$ cat config.mk
export PLATFORM = sky130hd
export DESIGN_NAME = starter_supervisor
export DESIGN_NICKNAME = d
export VERILOG_FILES = /design/src/rtl/starter_pkg.sv /design/src/rtl/starter_supervisor.sv
export SDC_FILE = /design/constraint.sdc
export NUM_CORES = 1
export LEC_CHECK = 0
export ABC_AREA = 1
export ABC_CLOCK_PERIOD_IN_PS = 5000
export BUFFER_PORTS_ARGS = -buffer_cell sky130_fd_sc_hd__buf_2
export CAP_MARGIN = 20
export CORE_ASPECT_RATIO = 0.7
export CORE_UTILIZATION = 35
export CTS_BUF_LIST = sky130_fd_sc_hd__clkbuf_4 sky130_fd_sc_hd__clkbuf_8 sky130_fd_sc_hd__clkbuf_16
export CTS_CLUSTER_DIAMETER = 50
export CTS_CLUSTER_SIZE = 10
export DETAILED_ROUTE_END_ITERATION = 12
export GPL_TIMING_DRIVEN = 0
export SETUP_SLACK_MARGIN = 0.5
export SYNTH_ARGS = -nofsm -noshare
export SYNTH_HDL_FRONTEND = slang
export SYNTH_SLANG_ARGS = --single-unit
$ cat constraint.sdc
create_clock -name clk -period 5 [get_ports clk]
set_input_delay 0.5 -clock clk [delete_from_list [all_inputs] [get_ports clk]]
set_output_delay 0.5 -clock clk [all_outputs]
set_load 0.01 [all_outputs]
$ cat src/rtl/starter_pkg.sv
package starter_pkg;

	// ****************************************
	// Timing
	// ****************************************
	localparam int CLK_NS = 5;
	localparam int TICK_NS = 1000000;
	localparam int TICK_CYC = TICK_NS / CLK_NS;
	localparam logic [15:0] RELAY_SETTLE_TICKS = 16'h0032;
	localparam logic [1:0] ZS_REPEAT = 2'h3;

	// ****************************************
	// Register map
	// ****************************************
	localparam logic [7:0] ADDR_CTRL = 8'h00;
	localparam logic [7:0] ADDR_START_LIM = 8'h04;
	localparam logic [7:0] ADDR_RAMPEND_MON = 8'h08;
	localparam logic [7:0] ADDR_BRAKE_MAX = 8'h0C;
	localparam logic [7:0] ADDR_MC_MON = 8'h10;
	localparam logic [7:0] ADDR_CONT_DLY = 8'h14;
	localparam logic [7:0] ADDR_PHASE = 8'h18;
	localparam logic [7:0] ADDR_STATUS = 8'h1C;
	localparam int CTRL_ACK_EN = 0;
	localparam int CTRL_ZS_EN = 1;
	localparam int CTRL_ROT_EN = 2;
	localparam int CTRL_BRAKE_MODE = 3;
	localparam int PHASE_REP_LSB = 16;
	localparam logic [3:0] CTRL_RST = 4'h8;
	localparam logic [15:0] START_LIM_RST = 16'h2710;
	localparam logic [15:0] RAMPEND_MON_RST = 16'h03E8;
	localparam logic [15:0] BRAKE_MAX_RST = 16'h2710;
	localparam logic [15:0] MC_MON_RST = 16'h01F4;
	localparam logic [15:0] CONT_DLY_RST = 16'h0064;
	localparam logic [15:0] PHASE_LIM_RST = 16'h0014;
	localparam logic [3:0] PHASE_REP_RST = 4'h3;

	// ****************************************
	// Types
	// ****************************************
	typedef enum logic [2:0] {
		ST_STANDBY = 3'b000, ST_SOFT_START = 3'b001, ST_RAMP_END = 3'b010,
		ST_SOFT_STOP = 3'b011, ST_BRAKING = 3'b100, ST_SWITCH_OFF = 3'b101
	} op_state_e;

	typedef enum logic [3:0] {
		FC_NONE = 4'h0, FC_W_BRAKE_CUR = 4'h1, FC_W_DEV_TEMP = 4'h2, FC_DEV_TEMP = 4'h3,
		FC_MAIN_CONT = 4'h4, FC_CPU = 4'h5, FC_MOTOR_TEMP = 4'h6, FC_OVERLOAD = 4'h7,
		FC_PHASE = 4'h8, FC_POWER_UNIT = 4'h9, FC_RAMP_END = 4'hA, FC_RELAY = 4'hB,
		FC_ROTARY = 4'hC, FC_START_CUR = 4'hD, FC_ZS_LVL1 = 4'hE, FC_ZS_LVL2 = 4'hF
	} fault_code_e;

	typedef enum logic [2:0] {
		SEV_NONE = 3'b000, SEV_WARN = 3'b001, SEV_T1 = 3'b010, SEV_T2 = 3'b011, SEV_T4 = 3'b100
	} severity_e;

	typedef struct packed {
		logic heatsink_margin_low;
		logic heatsink_over;
		logic line_voltage_present;
		logic cpu_error;
		logic motor_temp_trip;
		logic overcurrent;
		logic phase_bad;
		logic power_unit_fault;
		logic ramp_done;
		logic current_below_limit;
		logic ramp_down_done;
		logic contactor_sensed;
		logic rotation_cw;
		logic brake_current_ok;
		logic zero_speed_detect;
	} plant_in_s;

	typedef struct packed {
		logic fire_inhibit;
		logic bypass_on;
		logic brake_fire;
		logic contactor_on;
		logic ready;
		logic zero_speed;
	} drive_s;

	// Type 4 outranks type 2, type 2 outranks type 1, warnings rank lowest.
	function automatic severity_e sev_of(input fault_code_e c);
		unique case (c)
			FC_NONE: sev_of = SEV_NONE;
			FC_W_BRAKE_CUR, FC_W_DEV_TEMP: sev_of = SEV_WARN;
			FC_MAIN_CONT, FC_RELAY, FC_ZS_LVL2: sev_of = SEV_T2;
			FC_CPU: sev_of = SEV_T4;
			default: sev_of = SEV_T1;
		endcase
	endfunction

endpackage

$ cat src/rtl/starter_supervisor.sv
// Function
// Enable drop cancels condition, motor coasts
// Supply loss: inhibit firing, all relays off
// Orderly switch-off at every cycle end; enable drop, supply loss or a fault go straight to standby
// Show fault, yes/no acknowledge, return menu
// Braking current missed raises type 3 warning
// Small heat sink margin raises warning
// Heat sink over limit: type 1 fault
// Line voltage after contactor off: type 2
// Processor errors give type 4 fault
// Motor temperature sensor trip: type 1
// Overload at ramp-up end: type 1
// Phase faults inhibit briefly, repeated: type 1
// Power unit internal fault: type 1
// Current not dropping after ramp: type 1
// Relay sensed versus commanded mismatch: type 2
// Wrong rotary field after delay: type 1
// Ramp end not reached in time: type 1
// No zero speed within braking time: type 1
// Third zero speed fault becomes type 2
// Types 1,2,4 shut down; 1,2 lock restart
// Type 1/3 acknowledge sources; lock clears on enable drop
// Type 2 acknowledged by panel/input only, then lock clears
// Type 4 refuses every acknowledgement
// Most severe reaction wins, one code shown
//
// Design decisions made here: the register offsets and strobed register access.
`timescale 1ns/1ps
`default_nettype none

module starter_supervisor
	import starter_pkg::*;
#(
	parameter int TICK_CYCLES = TICK_CYC
) (
	// Clock and reset
	input wire logic clk,
	input wire logic nrst,
	// Register port
	input wire logic [7:0] addr,
	input wire logic [31:0] wr_data,
	input wire logic wr_en,
	input wire logic rd_en,
	output logic [31:0] rd_data,
	// Plant commands and monitors
	input wire logic ctrl_supply_ok,
	input wire logic drive_enable_in,
	input wire logic ramp_up_cmd,
	input wire logic ack_config_input,
	input wire plant_in_s plant,
	// Operator panel
	input wire logic panel_ack_yes,
	output fault_code_e fault_code_out,
	output logic ack_prompt_out,
	output logic menu_return_out,
	// Power stage
	output logic fire_inhibit_out,
	output logic bypass_out,
	output logic brake_fire_out,
	output logic contactor_on_out,
	output logic ready_out,
	output logic zero_speed_out,
	output logic restart_lock_out
);

	// ****************************************
	// Registers and state
	// ****************************************
	logic [3:0] ctrl_r;
	logic [15:0] start_lim_r, rampend_mon_r, brake_max_r, mc_mon_r, cont_dly_r, phase_lim_r;
	logic [3:0] phase_rep_r;
	logic [31:0] rd_data_r;
	logic [17:0] presc_r;
	logic [15:0] tmr_r, mon_r, cdly_r, rly_r, ph_tmr_r;
	logic [3:0] ph_cnt_r;
	logic [1:0] zs_cnt_r;
	logic en_d_r, ack_in_d_r, lock_r, zs_flag_r, menu_r, prompt_r;
	op_state_e state_r, state_nxt;
	fault_code_e code_r, code_nxt, pick;
	drive_s drv_r, drv_nxt;

	// ****************************************
	// Decode
	// ****************************************
	wire logic tick = (presc_r == 18'(TICK_CYCLES - 1));
	wire logic en_fell = en_d_r && !drive_enable_in;
	wire logic ack_in_rose = ctrl_r[CTRL_ACK_EN] && ack_config_input && !ack_in_d_r;
	wire logic zs_en = ctrl_r[CTRL_ZS_EN];
	wire logic running = (state_r != ST_STANDBY) && (state_r != ST_SWITCH_OFF);
	wire logic cont_delay_done = (cdly_r >= cont_dly_r);
	wire logic brake_timeout = (state_r == ST_BRAKING) && (tmr_r >= brake_max_r);
	wire logic zs_event = brake_timeout && zs_en && !plant.zero_speed_detect;
	wire logic zs_third = (zs_cnt_r == ZS_REPEAT - 2'h1);
	wire logic mc_check = (state_r == ST_SWITCH_OFF) && (tmr_r >= mc_mon_r);
	wire logic ph_over = plant.phase_bad && tick && (ph_tmr_r == phase_lim_r);
	wire logic [15:0] hit;

	assign hit[0] = 1'b0;
	assign hit[FC_W_BRAKE_CUR] = (state_r == ST_BRAKING) && !plant.brake_current_ok;
	assign hit[FC_W_DEV_TEMP] = plant.heatsink_margin_low;
	assign hit[FC_DEV_TEMP] = plant.heatsink_over;
	assign hit[FC_MAIN_CONT] = mc_check && plant.line_voltage_present;
	assign hit[FC_CPU] = plant.cpu_error;
	assign hit[FC_MOTOR_TEMP] = plant.motor_temp_trip;
	assign hit[FC_OVERLOAD] = (state_r == ST_RAMP_END) && plant.overcurrent;
	assign hit[FC_PHASE] = drv_r.contactor_on && (ph_cnt_r >= phase_rep_r);
	assign hit[FC_POWER_UNIT] = plant.power_unit_fault;
	assign hit[FC_RAMP_END] = (state_r == ST_SOFT_START) && (mon_r >= rampend_mon_r)
		&& !plant.current_below_limit;
	assign hit[FC_RELAY] = (rly_r >= RELAY_SETTLE_TICKS);
	assign hit[FC_ROTARY] = drv_r.contactor_on && cont_delay_done
		&& ctrl_r[CTRL_ROT_EN] && !plant.rotation_cw;
	assign hit[FC_START_CUR] = (state_r == ST_SOFT_START) && !plant.ramp_done
		&& (tmr_r >= start_lim_r);
	assign hit[FC_ZS_LVL1] = zs_event && !zs_third;
	assign hit[FC_ZS_LVL2] = zs_event && zs_third;

	// Lowest code wins a tie of equal severity, so one code is shown at a time.
	always_comb begin
		pick = FC_NONE;
		for (int i = 1; i < 16; i++) begin
			if (hit[i] && (sev_of(fault_code_e'(4'(i))) > sev_of(pick))) begin
				pick = fault_code_e'(4'(i));
			end
		end
	end

	// ****************************************
	// Acknowledge and restart lock
	// ****************************************
	wire severity_e sev_r = sev_of(code_r);
	wire logic ack_src_any = panel_ack_yes || ack_in_rose;
	wire logic ack_src = (sev_r == SEV_T2) ? ack_src_any
		: (sev_r == SEV_T4) ? 1'b0
		: (ack_src_any || en_fell);
	wire logic ack_ok = (code_r != FC_NONE) && ack_src && !hit[code_r];
	wire fault_code_e code_cleared = ack_ok ? FC_NONE : code_r;
	wire logic replace = sev_of(pick) > sev_of(code_cleared);
	wire severity_e sev_nxt = sev_of(code_nxt);
	wire logic halt = (sev_nxt >= SEV_T1) || !ctrl_supply_ok;
	wire logic lock_set = replace && ((sev_of(pick) == SEV_T1) || (sev_of(pick) == SEV_T2));
	wire logic lock_hold_t2 = (sev_of(code_cleared) == SEV_T2);
	wire logic lock_nxt = lock_set || (lock_r && !(en_fell && !lock_hold_t2));

	// A new event in the acknowledge cycle replaces the cleared code rather than being lost.
	assign code_nxt = replace ? pick : code_cleared;

	// ****************************************
	// Operating condition
	// ****************************************
	always_comb begin
		state_nxt = state_r;
		unique case (state_r)
			ST_STANDBY: begin
				if (drive_enable_in && ramp_up_cmd && !lock_r) begin
					state_nxt = ST_SOFT_START;
				end
			end
			ST_SOFT_START, ST_RAMP_END: begin
				if (!ramp_up_cmd) begin
					state_nxt = ctrl_r[CTRL_BRAKE_MODE] ? ST_BRAKING : ST_SOFT_STOP;
				end else if (state_r == ST_SOFT_START && plant.ramp_done
					&& plant.current_below_limit) begin
					state_nxt = ST_RAMP_END;
				end
			end
			ST_SOFT_STOP: begin
				if (plant.ramp_down_done) begin
					state_nxt = ST_SWITCH_OFF;
				end
			end
			ST_BRAKING: begin
				if ((zs_en && plant.zero_speed_detect) || brake_timeout) begin
					state_nxt = ST_SWITCH_OFF;
				end
			end
			ST_SWITCH_OFF: begin
				if (mc_check) begin
					state_nxt = ST_STANDBY;
				end
			end
			default: state_nxt = ST_STANDBY;
		endcase
		if (halt || (running && !drive_enable_in)) begin
			state_nxt = ST_STANDBY;
		end
	end

	wire logic zs_flag_nxt = drive_enable_in && !halt && ((state_r == ST_BRAKING && zs_en
		&& plant.zero_speed_detect) || (zs_flag_r && state_nxt != ST_SOFT_START));
	wire logic firing_cond = (state_nxt == ST_SOFT_START) || (state_nxt == ST_SOFT_STOP);

	always_comb begin
		drv_nxt.fire_inhibit = halt || !firing_cond || plant.phase_bad;
		drv_nxt.bypass_on = !halt && (state_nxt == ST_RAMP_END);
		drv_nxt.brake_fire = !halt && (state_nxt == ST_BRAKING);
		drv_nxt.contactor_on = !halt && (state_nxt != ST_STANDBY)
			&& (state_nxt != ST_SWITCH_OFF);
		drv_nxt.ready = !halt && (state_nxt == ST_STANDBY) && (code_nxt == FC_NONE) && !lock_nxt;
		drv_nxt.zero_speed = zs_flag_nxt;
	end

	// ****************************************
	// Sequential logic
	// ****************************************
	always_ff @(posedge clk or negedge nrst) begin
		if (!nrst) begin
			presc_r <= '0;
			en_d_r <= 1'b0;
			ack_in_d_r <= 1'b0;
			state_r <= ST_STANDBY;
			code_r <= FC_NONE;
			lock_r <= 1'b0;
			zs_flag_r <= 1'b0;
			menu_r <= 1'b0;
			prompt_r <= 1'b0;
			drv_r <= '{fire_inhibit: 1'b1, default: 1'b0};
		end else begin
			presc_r <= tick ? '0 : presc_r + 18'h00001;
			en_d_r <= drive_enable_in;
			ack_in_d_r <= ack_config_input;
			state_r <= state_nxt;
			code_r <= code_nxt;
			lock_r <= lock_nxt;
			zs_flag_r <= zs_flag_nxt;
			menu_r <= ack_ok && panel_ack_yes;
			prompt_r <= (code_nxt != FC_NONE);
			drv_r <= drv_nxt;
		end
	end

	// Timers run on the millisecond tick; resolution is one tick.
	always_ff @(posedge clk or negedge nrst) begin
		if (!nrst) begin
			tmr_r <= '0;
			mon_r <= '0;
			cdly_r <= '0;
			rly_r <= '0;
			ph_tmr_r <= '0;
		end else begin
			tmr_r <= (state_nxt != state_r) ? '0 : (tick && tmr_r != 16'hFFFF) ? tmr_r + 16'h0001 : tmr_r;
			mon_r <= (state_r != ST_SOFT_START || !plant.ramp_done) ? '0
				: (tick && mon_r != 16'hFFFF) ? mon_r + 16'h0001 : mon_r;
			cdly_r <= !drv_r.contactor_on ? '0
				: (tick && !cont_delay_done) ? cdly_r + 16'h0001 : cdly_r;
			rly_r <= (plant.contactor_sensed == drv_r.contactor_on) ? '0
				: (tick && !hit[FC_RELAY]) ? rly_r + 16'h0001 : rly_r;
			ph_tmr_r <= !(plant.phase_bad && drv_r.contactor_on) ? '0
				: (tick && ph_tmr_r != 16'hFFFF) ? ph_tmr_r + 16'h0001 : ph_tmr_r;
		end
	end

	// Phase overruns count per operating cycle; zero speed faults count across cycles.
	always_ff @(posedge clk or negedge nrst) begin
		if (!nrst) begin
			ph_cnt_r <= '0;
			zs_cnt_r <= '0;
		end else begin
			if (state_r == ST_STANDBY) begin
				ph_cnt_r <= '0;
			end else if (ph_over && drv_r.contactor_on && ph_cnt_r != 4'hF) begin
				ph_cnt_r <= ph_cnt_r + 4'h1;
			end
			if (zs_event) begin
				zs_cnt_r <= zs_third ? 2'h0 : zs_cnt_r + 2'h1;
			end else if (state_r == ST_BRAKING && zs_en && plant.zero_speed_detect) begin
				zs_cnt_r <= '0;
			end
		end
	end

	// ****************************************
	// Register port
	// ****************************************
	wire logic [31:0] status_word = {7'h00, drv_r, ph_cnt_r, zs_cnt_r, lock_r, sev_r, code_r,
		2'h0, state_r};
	wire logic [31:0] rd_mux =
		(addr == ADDR_CTRL) ? {28'h0000000, ctrl_r} :
		(addr == ADDR_START_LIM) ? {16'h0000, start_lim_r} :
		(addr == ADDR_RAMPEND_MON) ? {16'h0000, rampend_mon_r} :
		(addr == ADDR_BRAKE_MAX) ? {16'h0000, brake_max_r} :
		(addr == ADDR_MC_MON) ? {16'h0000, mc_mon_r} :
		(addr == ADDR_CONT_DLY) ? {16'h0000, cont_dly_r} :
		(addr == ADDR_PHASE) ? {12'h000, phase_rep_r, phase_lim_r} :
		(addr == ADDR_STATUS) ? status_word : 32'h00000000;

	always_ff @(posedge clk or negedge nrst) begin
		if (!nrst) begin
			ctrl_r <= CTRL_RST;
			start_lim_r <= START_LIM_RST;
			rampend_mon_r <= RAMPEND_MON_RST;
			brake_max_r <= BRAKE_MAX_RST;
			mc_mon_r <= MC_MON_RST;
			cont_dly_r <= CONT_DLY_RST;
			phase_lim_r <= PHASE_LIM_RST;
			phase_rep_r <= PHASE_REP_RST;
			rd_data_r <= '0;
		end else begin
			rd_data_r <= rd_en ? rd_mux : 32'h00000000;
			if (wr_en && addr == ADDR_CTRL) ctrl_r <= wr_data[3:0];
			if (wr_en && addr == ADDR_START_LIM) start_lim_r <= wr_data[15:0];
			if (wr_en && addr == ADDR_RAMPEND_MON) rampend_mon_r <= wr_data[15:0];
			if (wr_en && addr == ADDR_BRAKE_MAX) brake_max_r <= wr_data[15:0];
			if (wr_en && addr == ADDR_MC_MON) mc_mon_r <= wr_data[15:0];
			if (wr_en && addr == ADDR_CONT_DLY) cont_dly_r <= wr_data[15:0];
			if (wr_en && addr == ADDR_PHASE) begin
				phase_lim_r <= wr_data[15:0];
				phase_rep_r <= wr_data[PHASE_REP_LSB +: 4];
			end
		end
	end

	assign rd_data = rd_data_r;
	assign fault_code_out = code_r;
	assign ack_prompt_out = prompt_r;
	assign menu_return_out = menu_r;
	assign fire_inhibit_out = drv_r.fire_inhibit;
	assign bypass_out = drv_r.bypass_on;
	assign brake_fire_out = drv_r.brake_fire;
	assign contactor_on_out = drv_r.contactor_on;
	assign ready_out = drv_r.ready;
	assign zero_speed_out = drv_r.zero_speed;
	assign restart_lock_out = lock_r;
endmodule

`default_nettype wire

==> results of run 1 <==
kinds of logic (layout without fill, tap and decap cells):
group / after synthesis / count (layout) / synth area share [%]
compound gates: 397 / 397 / 15.0
mux: 1 / 1 / 0.0759
other cells: 1 / 7 / 0.0253
buf+inv: 380 / 621 / 10.0
simple gates: 756 / 756 / 22.9
fa+ha+maj: 95 / 95 / 8.01
flops: 251 / 251 / 42.6
xor+xnor: 24 / 24 / 1.42
worst reg2reg max path, delay by kind of cell, from the launching register on:
| kind | cells | cell delay (ns) |
|---|---|---|
| buffers and inverters | 12 | 1.53 |
| flip-flops | 1 | 0.48 |
| AND/OR/NAND/NOR | 16 | 2.28 |
| AO/OA/AOI/OAI | 4 | 0.64 |
| adder cells (fa/ha/maj) | 2 | 0.51 |
placed cells by master, fill, tap and decap left out, drive strengths merged, types with 8 or more instances in the layout:
cell,synthesis,routed
o21a,8,8
nor4,17,17
inv,332,332
nor2,177,177
nor3,58,58
o221ai,15,15
nand3,73,73
xor2,18,18
nand2,366,366
nand4,55,55
ha,95,95
a211oi,13,13
o22ai,9,9
dfrtp,220,220
o21ai,180,180
buf,12,196
a221oi,12,12
a21oi,134,134
dfstp,31,31
clkbuf,35,88
repair_timing:
item,4_1_cts,5_1_grt
hold buffers,1,0
setup buffers,75,16
endpoints found under the hold margin,46,0
gates cloned,2,0
gates resized for setup,60,56
pin swaps,31,32
endpoints found under the setup margin,31,37
cell type report:
cell class / instances / area, um^2 / area share, %
buffer: 47 / 234 / 1.28
clock buffer: 53 / 953 / 5.22
clock inverter: 3 / 45.0 / 0.247
inverter: 333 / 1260 / 6.92
multi-input combinational: 1280 / 7480 / 41.0
sequential: 251 / 6340 / 34.7
tap: 544 / 681 / 3.73
timing repair buffer: 185 / 1260 / 6.90
layer usage:
metal / up-vias / GRT usage (%)
li1: 6761 / -
met1: 6747 / 36.6
met2: 671 / 31.8
met3: 84 / 3.63
met4: 0 / 5.18
met5: - / 0
power groups by stage:
stage | logic (mW) | registers [mW] | clock network (mW)
5_1_grt | 1.70 | 2.22 | 2.32
2_1_floorplan | 0.719 | 2.22 | 0
4_1_cts | 1.34 | 2.21 | 2.24
3_3_place_gp | 1.05 | 2.25 | 0
3_5_place_dp | 1.07 | 2.25 | 0
6_report | 1.58 | 2.22 | 2.21
worst max path at each step:
stage,slack (ns),from,endpoint,cells past startpoint
floorplan,0.42,mc_mon_r[7],tmr_r[10],41
finish,-0.52,tmr_r[13],contactor_on_out,34
CTS,-0.24,tmr_r[11],tmr_r[11],39
detailed placement,-0.60,tmr_r[11],tmr_r[7],37
global route,-0.79,mc_mon_r[2],tmr_r[1],46
global placement,-1.16,nrst,mon_r[6],1
synth_stat cells, types with 12 or more instances:
cell type | number | area [um^2]
nor3_1 | 58 | 290
nand3_1 | 69 | 345
clkbuf_1 | 35 | 131
dfrtp_1 | 220 | 5510
xor2_1 | 18 | 158
o21ai_0 | 179 | 896
nand4_1 | 50 | 313
o221ai_1 | 15 | 131
a21oi_1 | 132 | 661
nor2_1 | 168 | 631
dfstp_2 | 31 | 815
a211oi_1 | 13 | 97.6
ha_1 | 95 | 1190
nand2_1 | 355 | 1330
nor4_1 | 16 | 100
inv_1 | 324 | 1220
a221oi_1 | 12 | 105
stage by stage:
step | setup TNS [ns] | total power [mW] | cells | hold WS (ns)
2_1_floorplan | 0 | 2.94 | 1911 | 0.204
3_3_place_gp | -251.38 | 3.30 | 2544 | 0.454
3_5_place_dp | -9.96 | 3.32 | 2546 | 0.427
4_1_cts | -4.54 | 5.79 | 2680 | 0.0766
5_1_grt | -17.61 | 6.25 | 2696 | 0.0775
6_report | -10.81 | 6.01 | 2696 | 0.0971
==> results.md, run 1 <==
- Detail Placement HPWL: 36400 um
- Total die area: 43200 um^2
- CTS Buf Count: 30
- IO Count: between 100 and 150
- CP delay by family, top: simple AND/OR/NAND/NOR gates
- Placed instance area: ~16000 um^2
- RSZ-0062 raised after global routing: yes
- Max-cap check violation count: 0
- WL/cell: 18.5 um
- Fin crit period: 5.52 ns
- PnR worst setup slack: -0.520 ns
- Relative slew slack: between 30% and 40%
- Max FFs per register: 25
- Drt pass-1 iters: 6
- Clock buffer depth: 3
- Hold depth: 1
- CTS tree: built
- Switching share of power: 32.2%
- Share of flip-flops with an asynchronous set or reset: 100%
- Total track usage: 22.9%
- Layout area overhead: 23.0%
- Die Y: roughly 170 um
- Initial antenna violation count: 0
- Share of cells above drive strength 1: between 10% and 20%
- Internal power: about 4.1 mW
- Final Skew: between 0.01 and 0.015 ns
- Worst Path Max Fanout: 4
- Ant diodes: 0
- R2R Setup Slk: -0.52 ns
- M1 wire length: 23900 um
- Critical Path Max Stage Delay: 0.48 ns
- Post-synthesis sequential area ratio: a little over two fifths
- Synthesized area: 14800 um^2
- Maximum vdd drop: between 0.2 and 0.3 mV
- Clock latency at the later pin of the worst-skew pair: 0.58 ns
- Reg2reg end: contactor_on_out
- R2r worst-path depth: 34
- Mean post-synth cell area: 7.79 um^2
- Worst-Margin Slew: just over 1 ns
- Vias in the first global route: 13200
- Worst hold path class: in2reg
- Core area: 41400 um^2
- Sequential power share: a little under two fifths
- Starting DRC count in detailed routing: 1594
- Met3 WL post-DR: 4690 um
- Post-Route WL: about 50000 um
- Status: complete, but fails checks
- Hold EP: ack_in_d_r
- Post-synth EDFFs: 0
- Post-route cell area: 18300 um^2
- Clock network power share: approximately 37%
- Psw: just under 2 mW
- Top sig layer: met4
- DRC Markers: 0
- Met2 WL post-DR: 19900 um
- Post-DRT Antenna Nets: 0
- First-pass GRT wire length: 76500 um
- Top FF cell, synth: dfrtp_1
- CP Class: reg2reg
- # port buffers: just under 90
- Fin util: between 40% and 50%
- Post-layout nets: 2287
- Rows: slightly above 60
- Violated checks: negative setup slack
- Fill cells: between 4000 and 5000
- Startpoint types: flip-flop
- Clock sink count: between 200 and 300
- Vias/cell: 5.29
- Setup crit end kind: flip-flop
- Logic gate share of total power: a little over a quarter
- Yosys reg bits: approximately 250
- Tcrit/Tclk final: 110%
- Largest net degree at the start of global routing: about 120
- Final-report hold violation count: 0
- Root Driver: clkbuf_16
- Lkg Pwr: between 8 and 9 nW
- Clock H-tree levels: 1
- CP Buf/Inv Count: 12
- Req. time, crit path: ~5.5 ns
- Hold path startpoint: ack_config_input
- Initial core utilization: 35.8%
- Max stage delay cell, worst path: dfrtp_2
- FMAX: 181 MHz
- Clk pin slew, worst setup/hold paths: around 0.06 ns
- Via Count: 14300
- Synthesis Warnings: 0
- Grt total ovfl: 0
- RR Startpoint: tmr_r[13]
- Pins Over Slew Limit: 0
- Synth unique cells: 57
- Gpl congestion: ~0.99
- Pre-CTS setup slack: -0.596 ns
- Die width: 248 um
- Crit path DAT: 6.01 ns
- Final setup vio count: 23
- PwrDens: between 300 and 400 nW/um^2
- Gate Count Post-Synth: 1905
Power figures use the tool's default switching activity.
==> run 2, diff against run 1 <==
RECOVER_POWER = 100   (was default)
==> results.md, run 2 (synthesized netlist as in run 1, its figures left out) <==
- Setup crit start: tmr_r[13]
- # port buffers: 89
- Max FFs per register: 25
- Total die area: around 43000 um^2
- R2r worst-path depth: 35
- Via Count: ~14000
- Clock sink count: around 250
- CTS Buf Count: 30
- Lkg Pwr: 8.34 nW
- Detail Placement HPWL: 36400 um
- CP Buf/Inv Count: 12
- Reg2reg end: contactor_on_out
- Gpl congestion: 0.990
- Post-DRT Antenna Nets: 0
- RR Startpoint: tmr_r[13]
- Grt total ovfl: 0
- Worst hold path class: in2reg
- Final Skew: ~0.014 ns
- Worst-Margin Slew: 2.53 ns
- Ant diodes: 0
- CTS tree: built
- Final setup vio count: 23
- Drt pass-1 iters: 6
- Root Driver: clkbuf_16
- R2R Setup Slk: -0.50 ns
- Post-layout nets: approximately 2300
- DRC Markers: 0
- Core area: a little over 40000 um^2
- Die width: 248 um
- Pins Over Slew Limit: 167
- Startpoint types: flip-flop
- First-pass GRT wire length: 76500 um
- Total track usage: between 20% and 30%
- Stages on worst setup path: 35
- Violated checks: max-capacitance violations, max-slew violations, negative setup slack
- Max stage delay cell, worst path: dfrtp_2
- Largest net degree at the start of global routing: between 100 and 150
- Final-report hold violation count: 0
- Final TNS setup: -10.52 ns
- Max-cap check violation count: 2
- PwrDens: around 330 nW/um^2
- Pre-CTS setup slack: -0.596 ns
- Tcrit/Tclk final: 110%
- Vias/cell: about 5.3
- IO Count: 109
- Status: complete, but fails checks
- Initial antenna violation count: 0
- Vias in the first global route: around 13000
- Fill cells: 4142
- Clock latency at the later pin of the worst-skew pair: around 0.58 ns
- FMAX: ~180 MHz
- CP Class: reg2reg
- Clock H-tree levels: 1
- CP delay by family, top: simple AND/OR/NAND/NOR gates
- Rows: 62
- Starting DRC count in detailed routing: ~1500
- Placed instance area: between 15000 and 20000 um^2
- PnR worst setup slack: -0.504 ns
- Post-route cell area: 18200 um^2
- Fin util: between 40% and 50%
- Most frequent cells in the layout: nand2_1, inv_1, dfrtp_1
- Crit path DAT: around 6 ns
- Clock buffer depth: 3
- Worst setup path end: contactor_on_out
- RSZ-0062 raised after global routing: yes
- Maximum vdd drop: 0.254 mV
- Setup crit end kind: flip-flop
- Share of cells above drive strength 1: between 15 and 20%
- Worst Path Max Fanout: 4
- Initial core utilization: approximately 36%
- Post-Route WL: ~50000 um
- Relative slew slack: -68.9%
- Fin crit period: between 5 and 6 ns
- Die Y: 174 um
- Req. time, crit path: 5.49 ns
- Critical Path Max Stage Delay: about 0.48 ns
- Most common cell after layout, fill and taps aside: nand2_1
- WL/cell: between 15 and 20 um
- Clk pin slew, worst setup/hold paths: roughly 0.060 ns
- Layout area overhead: 22.3%
run 2: where the power goes:
part	switching, mW	total, mW	internal, mW
combinational	0.964	1.57	0.610
clock	0.877	2.21	1.34
sequential	0.103	2.22	2.12
run 2: per-layer routing:
metal	global-route usage [%]	up-vias	wire length (um)
li1	-	6755	-
met1	36.6	6808	24100
met2	31.8	663	20000
met3	3.63	88	4540
met4	5.18	0	1240
met5	0	-	0
run 2: timing repair:
action | 4_1_cts | 5_1_grt
hold buffers | 1 | 0
setup buffers | 75 | 16
endpoints found under the hold margin | 46 | 0
gates cloned | 2 | 0
setup endpoints to repair | 31 | 37
resized for setup | 60 | 56
pin swaps | 31 | 32
run 2: stage by stage:
| stage | total power [mW] | hold WS (ns) | cells |
|---|---|---|---|
| after floorplan | 2.94 | 0.204 | 1911 |
| after global placement | 3.30 | 0.454 | 2544 |
| after detailed placement | 3.32 | 0.427 | 2546 |
| after CTS | 5.79 | 0.0766 | 2680 |
| after global routing | 6.24 | 0.109 | 2696 |
| final | 6.01 | 0.118 | 2696 |
run 2: worst min path at each step:
stage,from,end,cells after the start
after floorplan,nrst,ack_in_d_r,0
after global placement,presc_r[0],presc_r[0],1
after detailed placement,nrst,rly_r[15],1
after CTS,ack_config_input,ack_in_d_r,1
after global routing,ack_config_input,ack_in_d_r,1
final,ack_config_input,ack_in_d_r,1
run 2: final cells by class:
type                    instances  area, um^2  area share, %
clock buffers                  53         953           5.25
flip-flops and latches        251        6340           34.9
clock inverters                 3        45.0          0.248
multi-input cells            1280        7460           41.1
plain buffers                  47         234           1.29
well taps                     544         681           3.75
inverters                     333        1260           6.96
repair buffers                185        1170           6.47
